--- config.mk ---
export PLATFORM = sky130hd
export DESIGN_NAME = imr_top
export DESIGN_NICKNAME = d
export VERILOG_FILES = /design/src/hdl/imr_pkg.sv /design/src/hdl/imr_brg_if.sv /design/src/hdl/imr_brg.sv /design/src/hdl/imr_top.sv
export VERILOG_INCLUDE_DIRS = /design/src /design/src/hdl
export SDC_FILE = /design/constraint.sdc
export NUM_CORES = 1
export LEC_CHECK = 0
export BUFFER_PORTS_ARGS = -buffer_cell sky130_fd_sc_hd__buf_4
export CORE_MARGIN = 1
export CORE_UTILIZATION = 45
export DETAILED_ROUTE_END_ITERATION = 16
export PLACE_DENSITY_LB_ADDON = 0.05
export SETUP_SLACK_MARGIN = 0.3
export SYNTH_ARGS = -nofsm -noshare
export SYNTH_HDL_FRONTEND = slang
export SYNTH_SLANG_ARGS = --single-unit
--- constraint.sdc ---
create_clock -name i_clk -period 3.47 [get_ports i_clk]
set_clock_uncertainty 0.05 [all_clocks]
set_input_delay 0.1735 -clock i_clk [delete_from_list [all_inputs] [get_ports i_clk]]
set_output_delay 0.1735 -clock i_clk [all_outputs]
set_load 0.005 [all_outputs]
--- src/hdl/imr_consts.svh ---
// Register offsets, field positions and reset values for the I2C master port
`ifndef IMR_CONSTS_SVH
`define IMR_CONSTS_SVH
`define IMR_ADDR_W 4
`define IMR_OFF_CTRL 4'h0
`define IMR_OFF_STAT 4'h4
`define IMR_OFF_BUF 4'h8
`define IMR_OFF_BAUD 4'hc
`define IMR_CTL_START 0
`define IMR_CTL_STOP 1
`define IMR_CTL_RECV 2
`define IMR_CTL_ACKSEQ 3
`define IMR_CTL_ACKDATA 4
`define IMR_CTL_IRQEN 5
`define IMR_CTL_PORTEN 7
`define IMR_ST_BF 0
`define IMR_ST_OVF 1
`define IMR_ST_WRITE_COLLISION 2
`define IMR_ST_BCOL 3
`define IMR_ST_IRQ 4
`define IMR_ST_STOPDET 5
`define IMR_ST_STARTDET 6
`define IMR_ST_ACKSTAT 7
`define IMR_BAUD_RST 8'h09
`define IMR_LAST_DATA_BIT 4'h7
`define IMR_ACK_BIT 4'h8
`endif

--- src/hdl/imr_pkg.sv ---
// Types shared by the I2C master port
package imr_pkg;
  typedef enum logic [5:0] {
    ST_IDLE  = 6'h01,
    ST_START = 6'h02,
    ST_TX    = 6'h04,
    ST_RX    = 6'h08,
    ST_ACK   = 6'h10,
    ST_STOP  = 6'h20
  } imr_state_type;
endpackage

--- src/hdl/imr_brg_if.sv ---
// Control and tick signals between the port sequencer and its baud generator
`timescale 1ns/10ps
interface imr_brg_if #(parameter int W = 8);
  logic load;
  logic run;
  logic [W-1:0] reload;
  logic tick;
  modport ctl (output load, output run, output reload, input tick);
  modport gen (input load, input run, input reload, output tick);
endinterface

--- src/hdl/imr_brg.sv ---
// Reloadable baud generator: one tick per half bus clock period
`timescale 1ns/10ps
module imr_brg (
  // Clock and reset
  input wire logic i_clk,
  input wire logic i_rst,
  // Sequencer side
  imr_brg_if.gen brg
);
  localparam int W = $bits(brg.reload);
  logic [W:0] cnt_r;
  logic [W:0] cnt_nxt;
  logic [W:0] load_val;
  logic at_zero;

  // Twice the reload plus one, counted to zero: 2*(reload+1) clocks per half period
  assign load_val = {brg.reload, 1'b1};
  assign at_zero = (cnt_r == '0);
  assign brg.tick = brg.run && !brg.load && at_zero;

  always_comb begin
    cnt_nxt = cnt_r;
    if (brg.load || (brg.run && at_zero)) begin
      cnt_nxt = load_val;
    end else if (brg.run) begin
      cnt_nxt = cnt_r - 1'b1;
    end
  end

  always_ff @(posedge i_clk or posedge i_rst) begin
    if (i_rst) begin
      cnt_r <= '0;
    end else begin
      cnt_r <= cnt_nxt;
    end
  end
endmodule // imr_brg

--- src/hdl/imr_top.sv ---
// I2C master port: receive, acknowledge, stop, transmit and arbitration
// Notes on behaviour
// - Receive enable written while the port is not idle is ignored.
// - In receive, every baud tick toggles SCL and SDA is shifted in.
// - After the eighth bit, clear enable, load buffer, set flags, hold SCL low.
// - Buffer full sets when a byte lands in the buffer, clears on read.
// - Overflow sets when a byte completes while buffer full is still set.
// - Buffer write during any sequence sets write collision, buffer unchanged.
// - Ack sequence pulls SCL low and drives the ack data bit on SDA.
// - Ack: one period, release SCL, wait high, one period, SCL low, idle.
// - Stop: SDA low, reload generator, release SCL, one period later release SDA.
// - SDA high with SCL high sets stop detected; one period later done, flag.
// - While asleep, a flagged event wakes the processor if interrupts enabled.
// - Reset disables the port and aborts any transfer.
// - Start and stop detected clear on reset or when the port is disabled.
// - With bus busy and interrupt enabled, the next stop raises the flag.
// - With SCL high, driven one but sampled zero sets collision, goes idle.
// - Collision in transmit halts shifting, clears buffer full, frees lines.
// - Collision in a sequence aborts it, frees lines, clears its enable.
// - After a collision, a stop seen on the bus sets the port flag.
// - A buffer write after collision restarts at the first bit.
// - Generator reloads from the 8-bit register; bus clock is clk/(4*(n+1)).
//
// The Avalon-MM slave port and the register addresses were chosen for this implementation.
`timescale 1ns/10ps
`include "imr_consts.svh"
module imr_top (
  // Clock and reset
  input wire logic i_clk,
  input wire logic i_rst,
  // Avalon-MM slave
  input wire logic [`IMR_ADDR_W-1:0] i_avs_address,
  input wire logic i_avs_read,
  input wire logic i_avs_write,
  input wire logic [31:0] i_avs_writedata,
  output logic [31:0] o_avs_readdata,
  output logic o_avs_waitrequest,
  // I2C lines
  input wire logic i_sda,
  output logic o_sda_out,
  output logic o_sda_oe,
  input wire logic i_scl,
  output logic o_scl_out,
  output logic o_scl_oe,
  // System
  input wire logic i_sleep,
  output logic o_wake
);
  imr_pkg::imr_state_type state_r, state_nxt;
  logic [1:0] phase_r, phase_nxt;
  logic [3:0] bit_r, bit_nxt;
  logic [7:0] shift_r, shift_nxt;
  logic [7:0] buf_r, buf_nxt;
  logic [7:0] baud_r, baud_nxt;
  logic bf_r, bf_nxt, ovf_r, ovf_nxt, write_collision_r, write_collision_nxt, bcol_r, bcol_nxt;
  logic irq_r, irq_nxt, pdet_r, pdet_nxt, sdet_r, sdet_nxt, ackst_r, ackst_nxt;
  logic sen_r, sen_nxt, pen_r, pen_nxt, receive_enable_bit_r, receive_enable_bit_nxt, ack_sequence_enable_r, ack_sequence_enable_nxt;
  logic ack_data_value_r, ack_data_value_nxt, irqen_r, irqen_nxt, porten_r, porten_nxt;
  logic sda_low_r, sda_low_nxt, scl_low_r, scl_low_nxt;
  logic collided_r, collided_nxt, sda_q_r, scl_q_r, wake_r, wait_r, zero_r;
  logic [31:0] rdata_r;
  logic collide;
  logic brg_load;

  // Bus decode
  wire req = i_avs_read | i_avs_write;
  wire wr_go = i_avs_write & ~wait_r;
  wire rd_go = i_avs_read & ~wait_r;
  wire sel_ctrl = (i_avs_address == `IMR_OFF_CTRL);
  wire sel_stat = (i_avs_address == `IMR_OFF_STAT);
  wire sel_buf = (i_avs_address == `IMR_OFF_BUF);
  wire sel_baud = (i_avs_address == `IMR_OFF_BAUD);
  wire wr_ctrl = wr_go & sel_ctrl;
  wire wr_stat = wr_go & sel_stat;
  wire wr_buf = wr_go & sel_buf;
  wire wr_baud = wr_go & sel_baud;
  wire rd_buf = rd_go & sel_buf;
  wire [7:0] wd = i_avs_writedata[7:0];
  wire idle = (state_r == imr_pkg::ST_IDLE);
  wire cmd_pend = sen_r | pen_r | receive_enable_bit_r | ack_sequence_enable_r;
  wire cmd_ok = idle & porten_r & ~cmd_pend;
  // A write is taken only between sequences; anything else is a collision
  wire buf_take = wr_buf & cmd_ok;
  wire tick;

  // Bus monitor, one sample of history on each line
  wire start_ev = scl_q_r & i_scl & sda_q_r & ~i_sda;
  wire stop_ev = scl_q_r & i_scl & ~sda_q_r & i_sda;

  wire [7:0] ctrl_word = {porten_r, 1'b0, irqen_r, ack_data_value_r, ack_sequence_enable_r, receive_enable_bit_r, pen_r, sen_r};
  wire [7:0] stat_word = {ackst_r, sdet_r, pdet_r, irq_r, bcol_r, write_collision_r, ovf_r, bf_r};
  wire [7:0] rd_byte = sel_ctrl ? ctrl_word :
                       sel_stat ? stat_word :
                       sel_buf ? buf_r :
                       sel_baud ? baud_r : 8'h00;

  imr_brg_if #(.W(8)) brg_bus ();
  assign brg_bus.load = brg_load;
  assign brg_bus.run = ~idle;
  assign brg_bus.reload = baud_r;
  assign tick = brg_bus.tick;

  imr_brg u_brg (
    .i_clk(i_clk),
    .i_rst(i_rst),
    .brg(brg_bus)
  );

  always_comb begin
    state_nxt = state_r;
    phase_nxt = phase_r;
    bit_nxt = bit_r;
    shift_nxt = shift_r;
    buf_nxt = buf_r;
    baud_nxt = baud_r;
    bf_nxt = bf_r;
    ovf_nxt = ovf_r;
    write_collision_nxt = write_collision_r;
    bcol_nxt = bcol_r;
    irq_nxt = irq_r;
    pdet_nxt = pdet_r;
    sdet_nxt = sdet_r;
    ackst_nxt = ackst_r;
    sen_nxt = sen_r;
    pen_nxt = pen_r;
    receive_enable_bit_nxt = receive_enable_bit_r;
    ack_sequence_enable_nxt = ack_sequence_enable_r;
    ack_data_value_nxt = ack_data_value_r;
    irqen_nxt = irqen_r;
    porten_nxt = porten_r;
    sda_low_nxt = sda_low_r;
    scl_low_nxt = scl_low_r;
    collided_nxt = collided_r;
    collide = 1'b0;
    brg_load = 1'b0;
    // Software side first, so that hardware sets below win over clears
    if (wr_ctrl) begin
      ack_data_value_nxt = wd[`IMR_CTL_ACKDATA];
      irqen_nxt = wd[`IMR_CTL_IRQEN];
      porten_nxt = wd[`IMR_CTL_PORTEN];
      // No queueing: commands land only while idle with none pending
      if (cmd_ok) begin
        sen_nxt = wd[`IMR_CTL_START];
        pen_nxt = wd[`IMR_CTL_STOP];
        receive_enable_bit_nxt = wd[`IMR_CTL_RECV];
        ack_sequence_enable_nxt = wd[`IMR_CTL_ACKSEQ];
      end
    end
    if (wr_stat) begin
      ovf_nxt = ovf_r & ~wd[`IMR_ST_OVF];
      write_collision_nxt = write_collision_r & ~wd[`IMR_ST_WRITE_COLLISION];
      bcol_nxt = bcol_r & ~wd[`IMR_ST_BCOL];
      irq_nxt = irq_r & ~wd[`IMR_ST_IRQ];
    end
    if (wr_baud) begin
      baud_nxt = wd;
    end
    if (rd_buf) begin
      bf_nxt = 1'b0;
    end
    if (wr_buf && !buf_take) begin
      write_collision_nxt = 1'b1;
    end
    case (state_r)
      imr_pkg::ST_IDLE: begin
        if (porten_r && sen_r) begin
          state_nxt = imr_pkg::ST_START;
          phase_nxt = 2'h0;
          brg_load = 1'b1;
        end else if (porten_r && pen_r) begin
          state_nxt = imr_pkg::ST_STOP;
          phase_nxt = 2'h0;
          sda_low_nxt = 1'b1;
          scl_low_nxt = 1'b1;
        end else if (porten_r && receive_enable_bit_r) begin
          state_nxt = imr_pkg::ST_RX;
          phase_nxt = 2'h0;
          bit_nxt = 4'h0;
          brg_load = 1'b1;
          sda_low_nxt = 1'b0;
          scl_low_nxt = 1'b1;
        end else if (porten_r && ack_sequence_enable_r) begin
          state_nxt = imr_pkg::ST_ACK;
          phase_nxt = 2'h0;
          brg_load = 1'b1;
          sda_low_nxt = ~ack_data_value_r;
          scl_low_nxt = 1'b1;
        end else if (buf_take) begin
          // Always from the top bit, wherever an earlier byte stopped
          state_nxt = imr_pkg::ST_TX;
          phase_nxt = 2'h0;
          bit_nxt = 4'h0;
          shift_nxt = wd;
          buf_nxt = wd;
          bf_nxt = 1'b1;
          brg_load = 1'b1;
          scl_low_nxt = 1'b1;
          sda_low_nxt = ~wd[7];
        end
      end
      imr_pkg::ST_START: begin
        if (phase_r == 2'h0) begin
          if (!i_sda || !i_scl) begin
            collide = 1'b1;
          end else if (tick) begin
            sda_low_nxt = 1'b1;
            phase_nxt = 2'h1;
          end
        end else if (tick) begin
          scl_low_nxt = 1'b1;
          sen_nxt = 1'b0;
          irq_nxt = 1'b1;
          state_nxt = imr_pkg::ST_IDLE;
        end
      end
      imr_pkg::ST_TX: begin
        if (phase_r == 2'h0) begin
          if (tick) begin
            scl_low_nxt = 1'b0;
            phase_nxt = 2'h1;
          end
        end else if (!i_scl) begin
          // Clock stretching: the high half starts when SCL is really high
          brg_load = 1'b1;
        end else if (!sda_low_r && !i_sda && bit_r != `IMR_ACK_BIT) begin
          collide = 1'b1;
        end else if (tick) begin
          scl_low_nxt = 1'b1;
          if (bit_r == `IMR_ACK_BIT) begin
            ackst_nxt = i_sda;
            irq_nxt = 1'b1;
            state_nxt = imr_pkg::ST_IDLE;
          end else begin
            bit_nxt = bit_r + 4'h1;
            shift_nxt = {shift_r[6:0], 1'b0};
            phase_nxt = 2'h0;
            if (bit_r == `IMR_LAST_DATA_BIT) begin
              bf_nxt = 1'b0;
              sda_low_nxt = 1'b0;
            end else begin
              sda_low_nxt = ~shift_r[6];
            end
          end
        end
      end
      imr_pkg::ST_RX: begin
        if (phase_r == 2'h0) begin
          if (tick) begin
            scl_low_nxt = 1'b0;
            phase_nxt = 2'h1;
          end
        end else if (!i_scl) begin
          brg_load = 1'b1;
        end else if (tick) begin
          shift_nxt = {shift_r[6:0], i_sda};
          scl_low_nxt = 1'b1;
          if (bit_r == `IMR_LAST_DATA_BIT) begin
            receive_enable_bit_nxt = 1'b0;
            buf_nxt = {shift_r[6:0], i_sda};
            bf_nxt = 1'b1;
            ovf_nxt = ovf_r | bf_r;
            irq_nxt = 1'b1;
            state_nxt = imr_pkg::ST_IDLE;
          end else begin
            bit_nxt = bit_r + 4'h1;
            phase_nxt = 2'h0;
          end
        end
      end
      imr_pkg::ST_ACK: begin
        if (phase_r == 2'h0) begin
          if (tick) begin
            scl_low_nxt = 1'b0;
            phase_nxt = 2'h1;
          end
        end else if (!i_scl) begin
          brg_load = 1'b1;
        end else if (ack_data_value_r && !i_sda) begin
          collide = 1'b1;
        end else if (tick) begin
          scl_low_nxt = 1'b1;
          ack_sequence_enable_nxt = 1'b0;
          irq_nxt = 1'b1;
          state_nxt = imr_pkg::ST_IDLE;
        end
      end
      imr_pkg::ST_STOP: begin
        case (phase_r)
          2'h0: begin
            if (!i_sda) begin
              brg_load = 1'b1;
              phase_nxt = 2'h1;
            end
          end
          2'h1: begin
            if (tick) begin
              scl_low_nxt = 1'b0;
              phase_nxt = 2'h2;
            end
          end
          2'h2: begin
            if (!i_scl) begin
              brg_load = 1'b1;
            end else if (tick) begin
              sda_low_nxt = 1'b0;
              phase_nxt = 2'h3;
            end
          end
          default: begin
            if (!i_scl) begin
              collide = 1'b1;
            end else if (tick) begin
              if (!i_sda) begin
                collide = 1'b1;
              end else begin
                pen_nxt = 1'b0;
                irq_nxt = 1'b1;
                state_nxt = imr_pkg::ST_IDLE;
              end
            end else if (i_sda) begin
              pdet_nxt = 1'b1;
            end
          end
        endcase
      end
      default: begin
        state_nxt = imr_pkg::ST_IDLE;
      end
    endcase
    if (collide) begin
      state_nxt = imr_pkg::ST_IDLE;
      bcol_nxt = 1'b1;
      sda_low_nxt = 1'b0;
      scl_low_nxt = 1'b0;
      sen_nxt = 1'b0;
      pen_nxt = 1'b0;
      ack_sequence_enable_nxt = 1'b0;
      collided_nxt = 1'b1;
      if (state_r == imr_pkg::ST_TX) begin
        bf_nxt = 1'b0;
      end
    end
    if (start_ev) begin
      sdet_nxt = 1'b1;
      pdet_nxt = 1'b0;
    end
    if (stop_ev) begin
      sdet_nxt = 1'b0;
      pdet_nxt = 1'b1;
      collided_nxt = 1'b0;
      if ((irqen_r && sdet_r) || collided_r) begin
        irq_nxt = 1'b1;
      end
    end
    // Disabling aborts any transfer and frees the bus
    if (!porten_r) begin
      state_nxt = imr_pkg::ST_IDLE;
      sda_low_nxt = 1'b0;
      scl_low_nxt = 1'b0;
      sdet_nxt = 1'b0;
      pdet_nxt = 1'b0;
    end
  end

  always_ff @(posedge i_clk or posedge i_rst) begin
    if (i_rst) begin
      state_r <= imr_pkg::ST_IDLE;
      phase_r <= 2'h0;
      bit_r <= 4'h0;
      shift_r <= 8'h00;
      buf_r <= 8'h00;
      baud_r <= `IMR_BAUD_RST;
      {bf_r, ovf_r, write_collision_r, bcol_r, irq_r, ackst_r} <= 6'h00;
      {pdet_r, sdet_r} <= 2'h0;
      {sen_r, pen_r, receive_enable_bit_r, ack_sequence_enable_r, ack_data_value_r, irqen_r} <= 6'h00;
      porten_r <= 1'b0;
      {sda_low_r, scl_low_r, collided_r} <= 3'h0;
    end else begin
      state_r <= state_nxt;
      phase_r <= phase_nxt;
      bit_r <= bit_nxt;
      shift_r <= shift_nxt;
      buf_r <= buf_nxt;
      baud_r <= baud_nxt;
      {bf_r, ovf_r, write_collision_r, bcol_r} <= {bf_nxt, ovf_nxt, write_collision_nxt, bcol_nxt};
      {irq_r, ackst_r, pdet_r, sdet_r} <= {irq_nxt, ackst_nxt, pdet_nxt, sdet_nxt};
      {sen_r, pen_r, receive_enable_bit_r, ack_sequence_enable_r} <= {sen_nxt, pen_nxt, receive_enable_bit_nxt, ack_sequence_enable_nxt};
      {ack_data_value_r, irqen_r, porten_r} <= {ack_data_value_nxt, irqen_nxt, porten_nxt};
      {sda_low_r, scl_low_r, collided_r} <= {sda_low_nxt, scl_low_nxt, collided_nxt};
    end
  end

  // Bus answer one cycle after the request; wake is a plain level
  always_ff @(posedge i_clk or posedge i_rst) begin
    if (i_rst) begin
      wait_r <= 1'b1;
      rdata_r <= 32'h0000_0000;
      {sda_q_r, scl_q_r} <= 2'h3;
      wake_r <= 1'b0;
      zero_r <= 1'b0;
    end else begin
      wait_r <= ~(req & wait_r);
      if (i_avs_read && wait_r) begin
        rdata_r <= {24'h00_0000, rd_byte};
      end
      {sda_q_r, scl_q_r} <= {i_sda, i_scl};
      // Slave address match is not in this block; any flagged event wakes when interrupts are enabled
      wake_r <= i_sleep & irqen_r & irq_r;
      zero_r <= 1'b0;
    end
  end

  assign o_avs_readdata = rdata_r;
  assign o_avs_waitrequest = wait_r;
  // Open drain: the data level is always low, only the enable moves
  assign o_sda_out = zero_r;
  assign o_scl_out = zero_r;
  assign o_sda_oe = sda_low_r;
  assign o_scl_oe = scl_low_r;
  assign o_wake = wake_r;
endmodule // imr_top

After elaboration in Yosys (flattened, before gate mapping)
Index checks and enable logic that the tools add are counted.

Output and inout bits: 38. Input bits: 43. Register bits: 74.

$add $sub $neg: 2. Bitwise gates (word level): 42. Eq/ne operators: 87. Muxes and demuxes: 245. Reductions and logical operators: 41.

Operators by type and width (count): 2-to-1 mux 6 bit (25); 2-to-1 mux 1 bit (148); inequality test 4 bit, second input constant (27); 2-to-1 mux 8 bit (13); 2-to-1 mux 4 bit (14); 2-to-1 mux 7 bit (8); 2-to-1 mux 2 bit (22); AND reduction 14 bit (3); inequality test 3 bit, second input constant (12); case mux 6 bit (6 select lines) (1); inequality test 2 bit, second input constant (17); inequality test 5 bit, second input constant (5); bitwise AND 1 bit (22); case mux 7 bit (3 select lines) (1); AND reduction 10 bit (2); 2-to-1 mux 9 bit (2); AND reduction 18 bit (1); AND reduction 17 bit (1); case mux 8 bit (2 select lines) (1); NOT 1 bit (15); logical AND 1 bit (13); equality test 4 bit, second input constant (3); inequality test 4 x 2 -> 1 bit, second input constant (3); inequality test 6 x 1 -> 1 bit, second input constant (2); 37 further kinds (56).

Depth between registers and ports, before layout
Depth in word-level cells: 22. Gate-level depth with buffers: 11.

Hierarchy
From an unflattened synthesis, not the netlist that was laid out.

Cell total of the unflattened synthesis: 471. Area total of the unflattened synthesis: 4598.2 µm².

By module, submodules not included: imr_top (cells an instance 412, area each 4040.1 µm², instances 1, seq. area each 1634.1 µm²); imr_brg (cells an instance 59, area each 558.0 µm², instances 1, seq. area each 225.2 µm²).

Worst setup path before layout
Ideal clock, no wire load.

Path type: reg2reg. From: register state_r[2]. To: register state_r[0]. Data required time: 3.338 ns. Clock period less this slack: 3.002 ns. Path slack: 0.468 ns. Arrival: 2.870 ns. Cell stages (with the launch flop): 12. Cell sequence: dfrtp_1 -> buf_6 -> or4_1 -> buf_2 -> a211oi_4 -> or3_1 -> buf_4 -> o32ai_1 -> or3_1 -> buf_6 -> a311oi_4 -> mux2_4.

Longest elaborated chain between the ends: 20. Elaborated cells on any way between the ends: 51. Those cells by class: eq/ne (24); mux (18); bitwise (4); reduce/logical (5).

Ends and longest elaborated chain: start, declared (RTL line imr_top.sv:49) `imr_pkg::imr_state_type state_r, state_nxt;`; start signal, assigned (RTL line imr_top.sv:367) `state_r <= imr_pkg::ST_IDLE;`; start signal, assigned (RTL line imr_top.sv:379) `state_r <= state_nxt;`; parallel branches: the longest is 20 deep, another holds equality test 6 x 1 -> 1 bit.

Parallel ways; which one is timed is not known. The select of a mux whose other input is x is not followed. A chain may end at the register's enable or synchronous reset.

Final worst setup path
From: register state_r[4]. To: register scl_low_r (netlist: o_scl_oe).

Longest elaborated chain between the ends: 20. Elaborated cells on any way between the ends: 50. Those cells by class: eq/ne (16); mux (25); bitwise (4); reduce/logical (5).

Ends and longest elaborated chain: parallel branches: the longest is 20 deep, another holds equality test 6 x 1 -> 1 bit; end signal, assigned (RTL line imr_top.sv:389) `{sda_low_r, scl_low_r, collided_r} <= {sda_low_nxt, scl_low_nxt, collided_nxt};`; end, declared (RTL line imr_top.sv:59) `logic sda_low_r, sda_low_nxt, scl_low_r, scl_low_nxt;`.

Parallel ways; which one is timed is not known. The select of a mux whose other input is x is not followed.

==> impl_results.md <==
- Critical path peak fanout: 10
- Fmax: 330 MHz
- Synth warn: 0
- Worst R2R Start: state_r[4]
- Post-Synth Simple-Gate Area: 19.6%
- PortBufs: 30
- Critical Path RT: 3.67 ns
- Hold path depth: 2
- IO Pins: 81
- Startpoint types: register
- HP Start: i_sleep
- Initial antenna violation count: 0
- CTS sink count: 74
- # rows: 36
- Setup TNS: 0 ns
- Total gr overflow: 0
- Core box area: 0.00982 sq mm
- Dominant cells by area after synthesis: dfrtp_1, mux2_2, buf_4, nand2_1, dfstp_2
- Clock buffer count from CTS: 9
- Number of max-cap violations: 0
- R2R Setup Slk: 0.44 ns
- Detailed Route Iter0 Violations: 395
- Total track usage: 24.8%
- CTS tree: done
- Total power: 2.73 mW
- Peak VDD IR: 257 uV
- Most numerous cell in the Yosys netlist: dfrtp_1
- Synth cell count leaders: dfrtp_1, nand2_1, nor2_1
- Routed len/inst: 18.4 microns
- Crit path capture type: register
- Pleak: 2.35 nW
- RSZ-0062 raised after global routing: false
- Post-synth EDFFs: 0
- Routing usage on met2: 37.2%
- Most area-hungry cell type in the Yosys netlist: dfrtp_1
- Post-synthesis compound-gate area fraction: 15.8%
- # diodes: 0
- Count of cell types in the netlist: 63
- Synth top area share: 37.1%
- DR vias/cell: 5.77
- Status: complete, no violations
- Post-synthesis xor/xnor area fraction: 1.34%
- Setup bufs post-CTS: 0
- Synthesized area: 0.00459 sq mm
- Synth Area in Adders: 1.91%
- Starting Density: 46.7%
- Largest family of logic cells by synthesized area: simple AND/OR/NAND/NOR gates
- RePlAce Congestion: 0.900
- Worst-path clk slew: 0.08 ns
- Top FF cell, synth: dfrtp_1
- # setup viols final: 0
- Final #Nets: 571
- Die Ht: 103 microns
- Reg2reg path depth: 8
- Clk root buf: clkbuf_8
- Final WL: 12,100 microns
- Syn Area/Cell: 9.54 sq um
- Hold EP: o_wake
- Vias in the first global route: 3,566
- Final period utilization: 87.3%
- Grt met3 use: 3.66%
- Register area share after synthesis: 40.5%
- Seq cells post-synth: 74
- FF-to-FF End: o_scl_oe
- Worst Tran Pin Value: 0.913 ns
- Post-Layout Cell Count: 659
- Share of cells above drive strength 1: 23.6%
- DR vias: 3,800
- Crit path kind: reg -> reg
- Final Core Density: 52.8%
- Antenna Nets Post-Route: 0
- Post-route DRC: 0
- Die Width: 103 microns
- Grt met1 use: 37.3%
- CTS H-Tree Depth: 3
- Ys async rst share: 100%
- Inst Count DP: 638
- DP HPWL: 9150 microns
- Slew headroom: 39.0%
- Clock Path Buffers: 2
- Slew Limit Fails: 0
- First-pass GRT wire length: 19,400 microns
- Arr. time, crit path: 3.23 ns
- Final critical-path required period: 3.03 ns
- Mux cell area share after synthesis: 12.8%
- GRT busiest layer: met1
- Final hold violation count: 0
- Mapped Cells: 481
- DRT Pass-1 Iters: 5
- Hold slack: 0.0284 ns
- P&R area growth vs syn: 12.9%
- Worst skew pair latency: 0.34 ns
- Hold crit path type: in -> reg
- Pwr dens: 527 mW/mm^2
- Largest net degree at the start of global routing: 42
- Die area: 0.0106 sq mm
-- layout make-up --
cell class,count,area (sq um)
multi-input combinational,367,2480
clock inverter,5,62.6
fill,968,4640
inverter,15,56.3
tap,133,166
clock buffer,11,141
timing repair buffer,54,418
sequential,74,1860
-- timing repair --
action / 4_1_cts / 5_1_grt
setup endpoints to repair: 0 / 17
resized for setup: 0 / 5
hold buffers: 5 / 0
hold endpoints to repair: 7 / 0
-- metal layers --
layer / up-vias / part of all wire [%]
li1: 1783 / -
met1: 1869 / 48
met2: 137 / 44
met3: 11 / 6.2
met4: 0 / 1.2
met5: - / 0
-- state kept, by name, summed over array words and instances, names as in the netlist, 2 cells and up --
name	count
shift_r	7
o_avs_readdata	8
phase_r	2
u_brg.cnt_r	9
baud_r	8
buf_r	8
state_r	6
bit_r	4
-- worst max-delay path by stage --
stage / start / to / slack [ns]
after global placement: state_r[4] / o_scl_oe / 0.33
after CTS: state_r[4] / o_scl_oe / 0.33
after detailed placement: state_r[4] / state_r[0] / 0.35
after floorplan: state_r[2] / state_r[0] / 0.47
after global routing: state_r[4] / o_scl_oe / 0.31
final: state_r[4] / o_scl_oe / 0.44
-- worst max-delay path: stages, from the launching register on --
cell      delay [ns]
dfrtp_2         0.47
or4_1           0.67
a211oi_4        0.30
or3_4           0.22
o32ai_1         0.09
or3_1           0.44
buf_4           0.19
or2_2           0.31
a211oi_1        0.19
-- metrics by stage --
stage               instance area [sq um]  worst slack [ns]
floorplan                            4680             0.468
global placement                     4910             0.329
finish                               5180             0.442
detailed placement                   4910             0.346
CTS                                  5160             0.326
global route                         5180             0.310
-- report_power, final --
group / internal (mW) / leakage [nW] / switching (mW)
clock: 0.356 / 0.0962 / 0.331
sequential: 1.05 / 0.950 / 0.164
combinational: 0.405 / 1.30 / 0.426
-- cell families (layout without fill, tap and decap cells) --
kind of cell               Yosys count  count (layout)
muxes                               46              46
adders and majority gates            7               7
DFF                                 74              74
buffers and inverters               65              85
and+or+nand+nor                    179             179
other                                1              26
AOI/OAI and AO/OA                  102             102
xor gates and xnor gates             7               7
-- cells in the final DEF, fill, tap and decap left out, types with 5 or more instances in the layout --
master / instances
mux2_2: 27
or2_2: 5
nand4_1: 6
ha_1: 7
nor3_1: 13
dfrtp_1: 67
a211oi_1: 6
nor2b_1: 6
mux4_2: 7
conb_1: 26
nand3_1: 13
inv_1: 14
dfstp_2: 6
nor2_1: 36
a22o_1: 11
nand2_1: 54
clkbuf_8: 10
nor4_1: 5
a21oi_1: 20
mux2i_1: 11
dlygate4sd3_1: 5
nand2b_1: 6
and3_1: 6
o21ai_0: 25
buf_4: 49
Note: power is estimated with default switching activity, not from simulation.
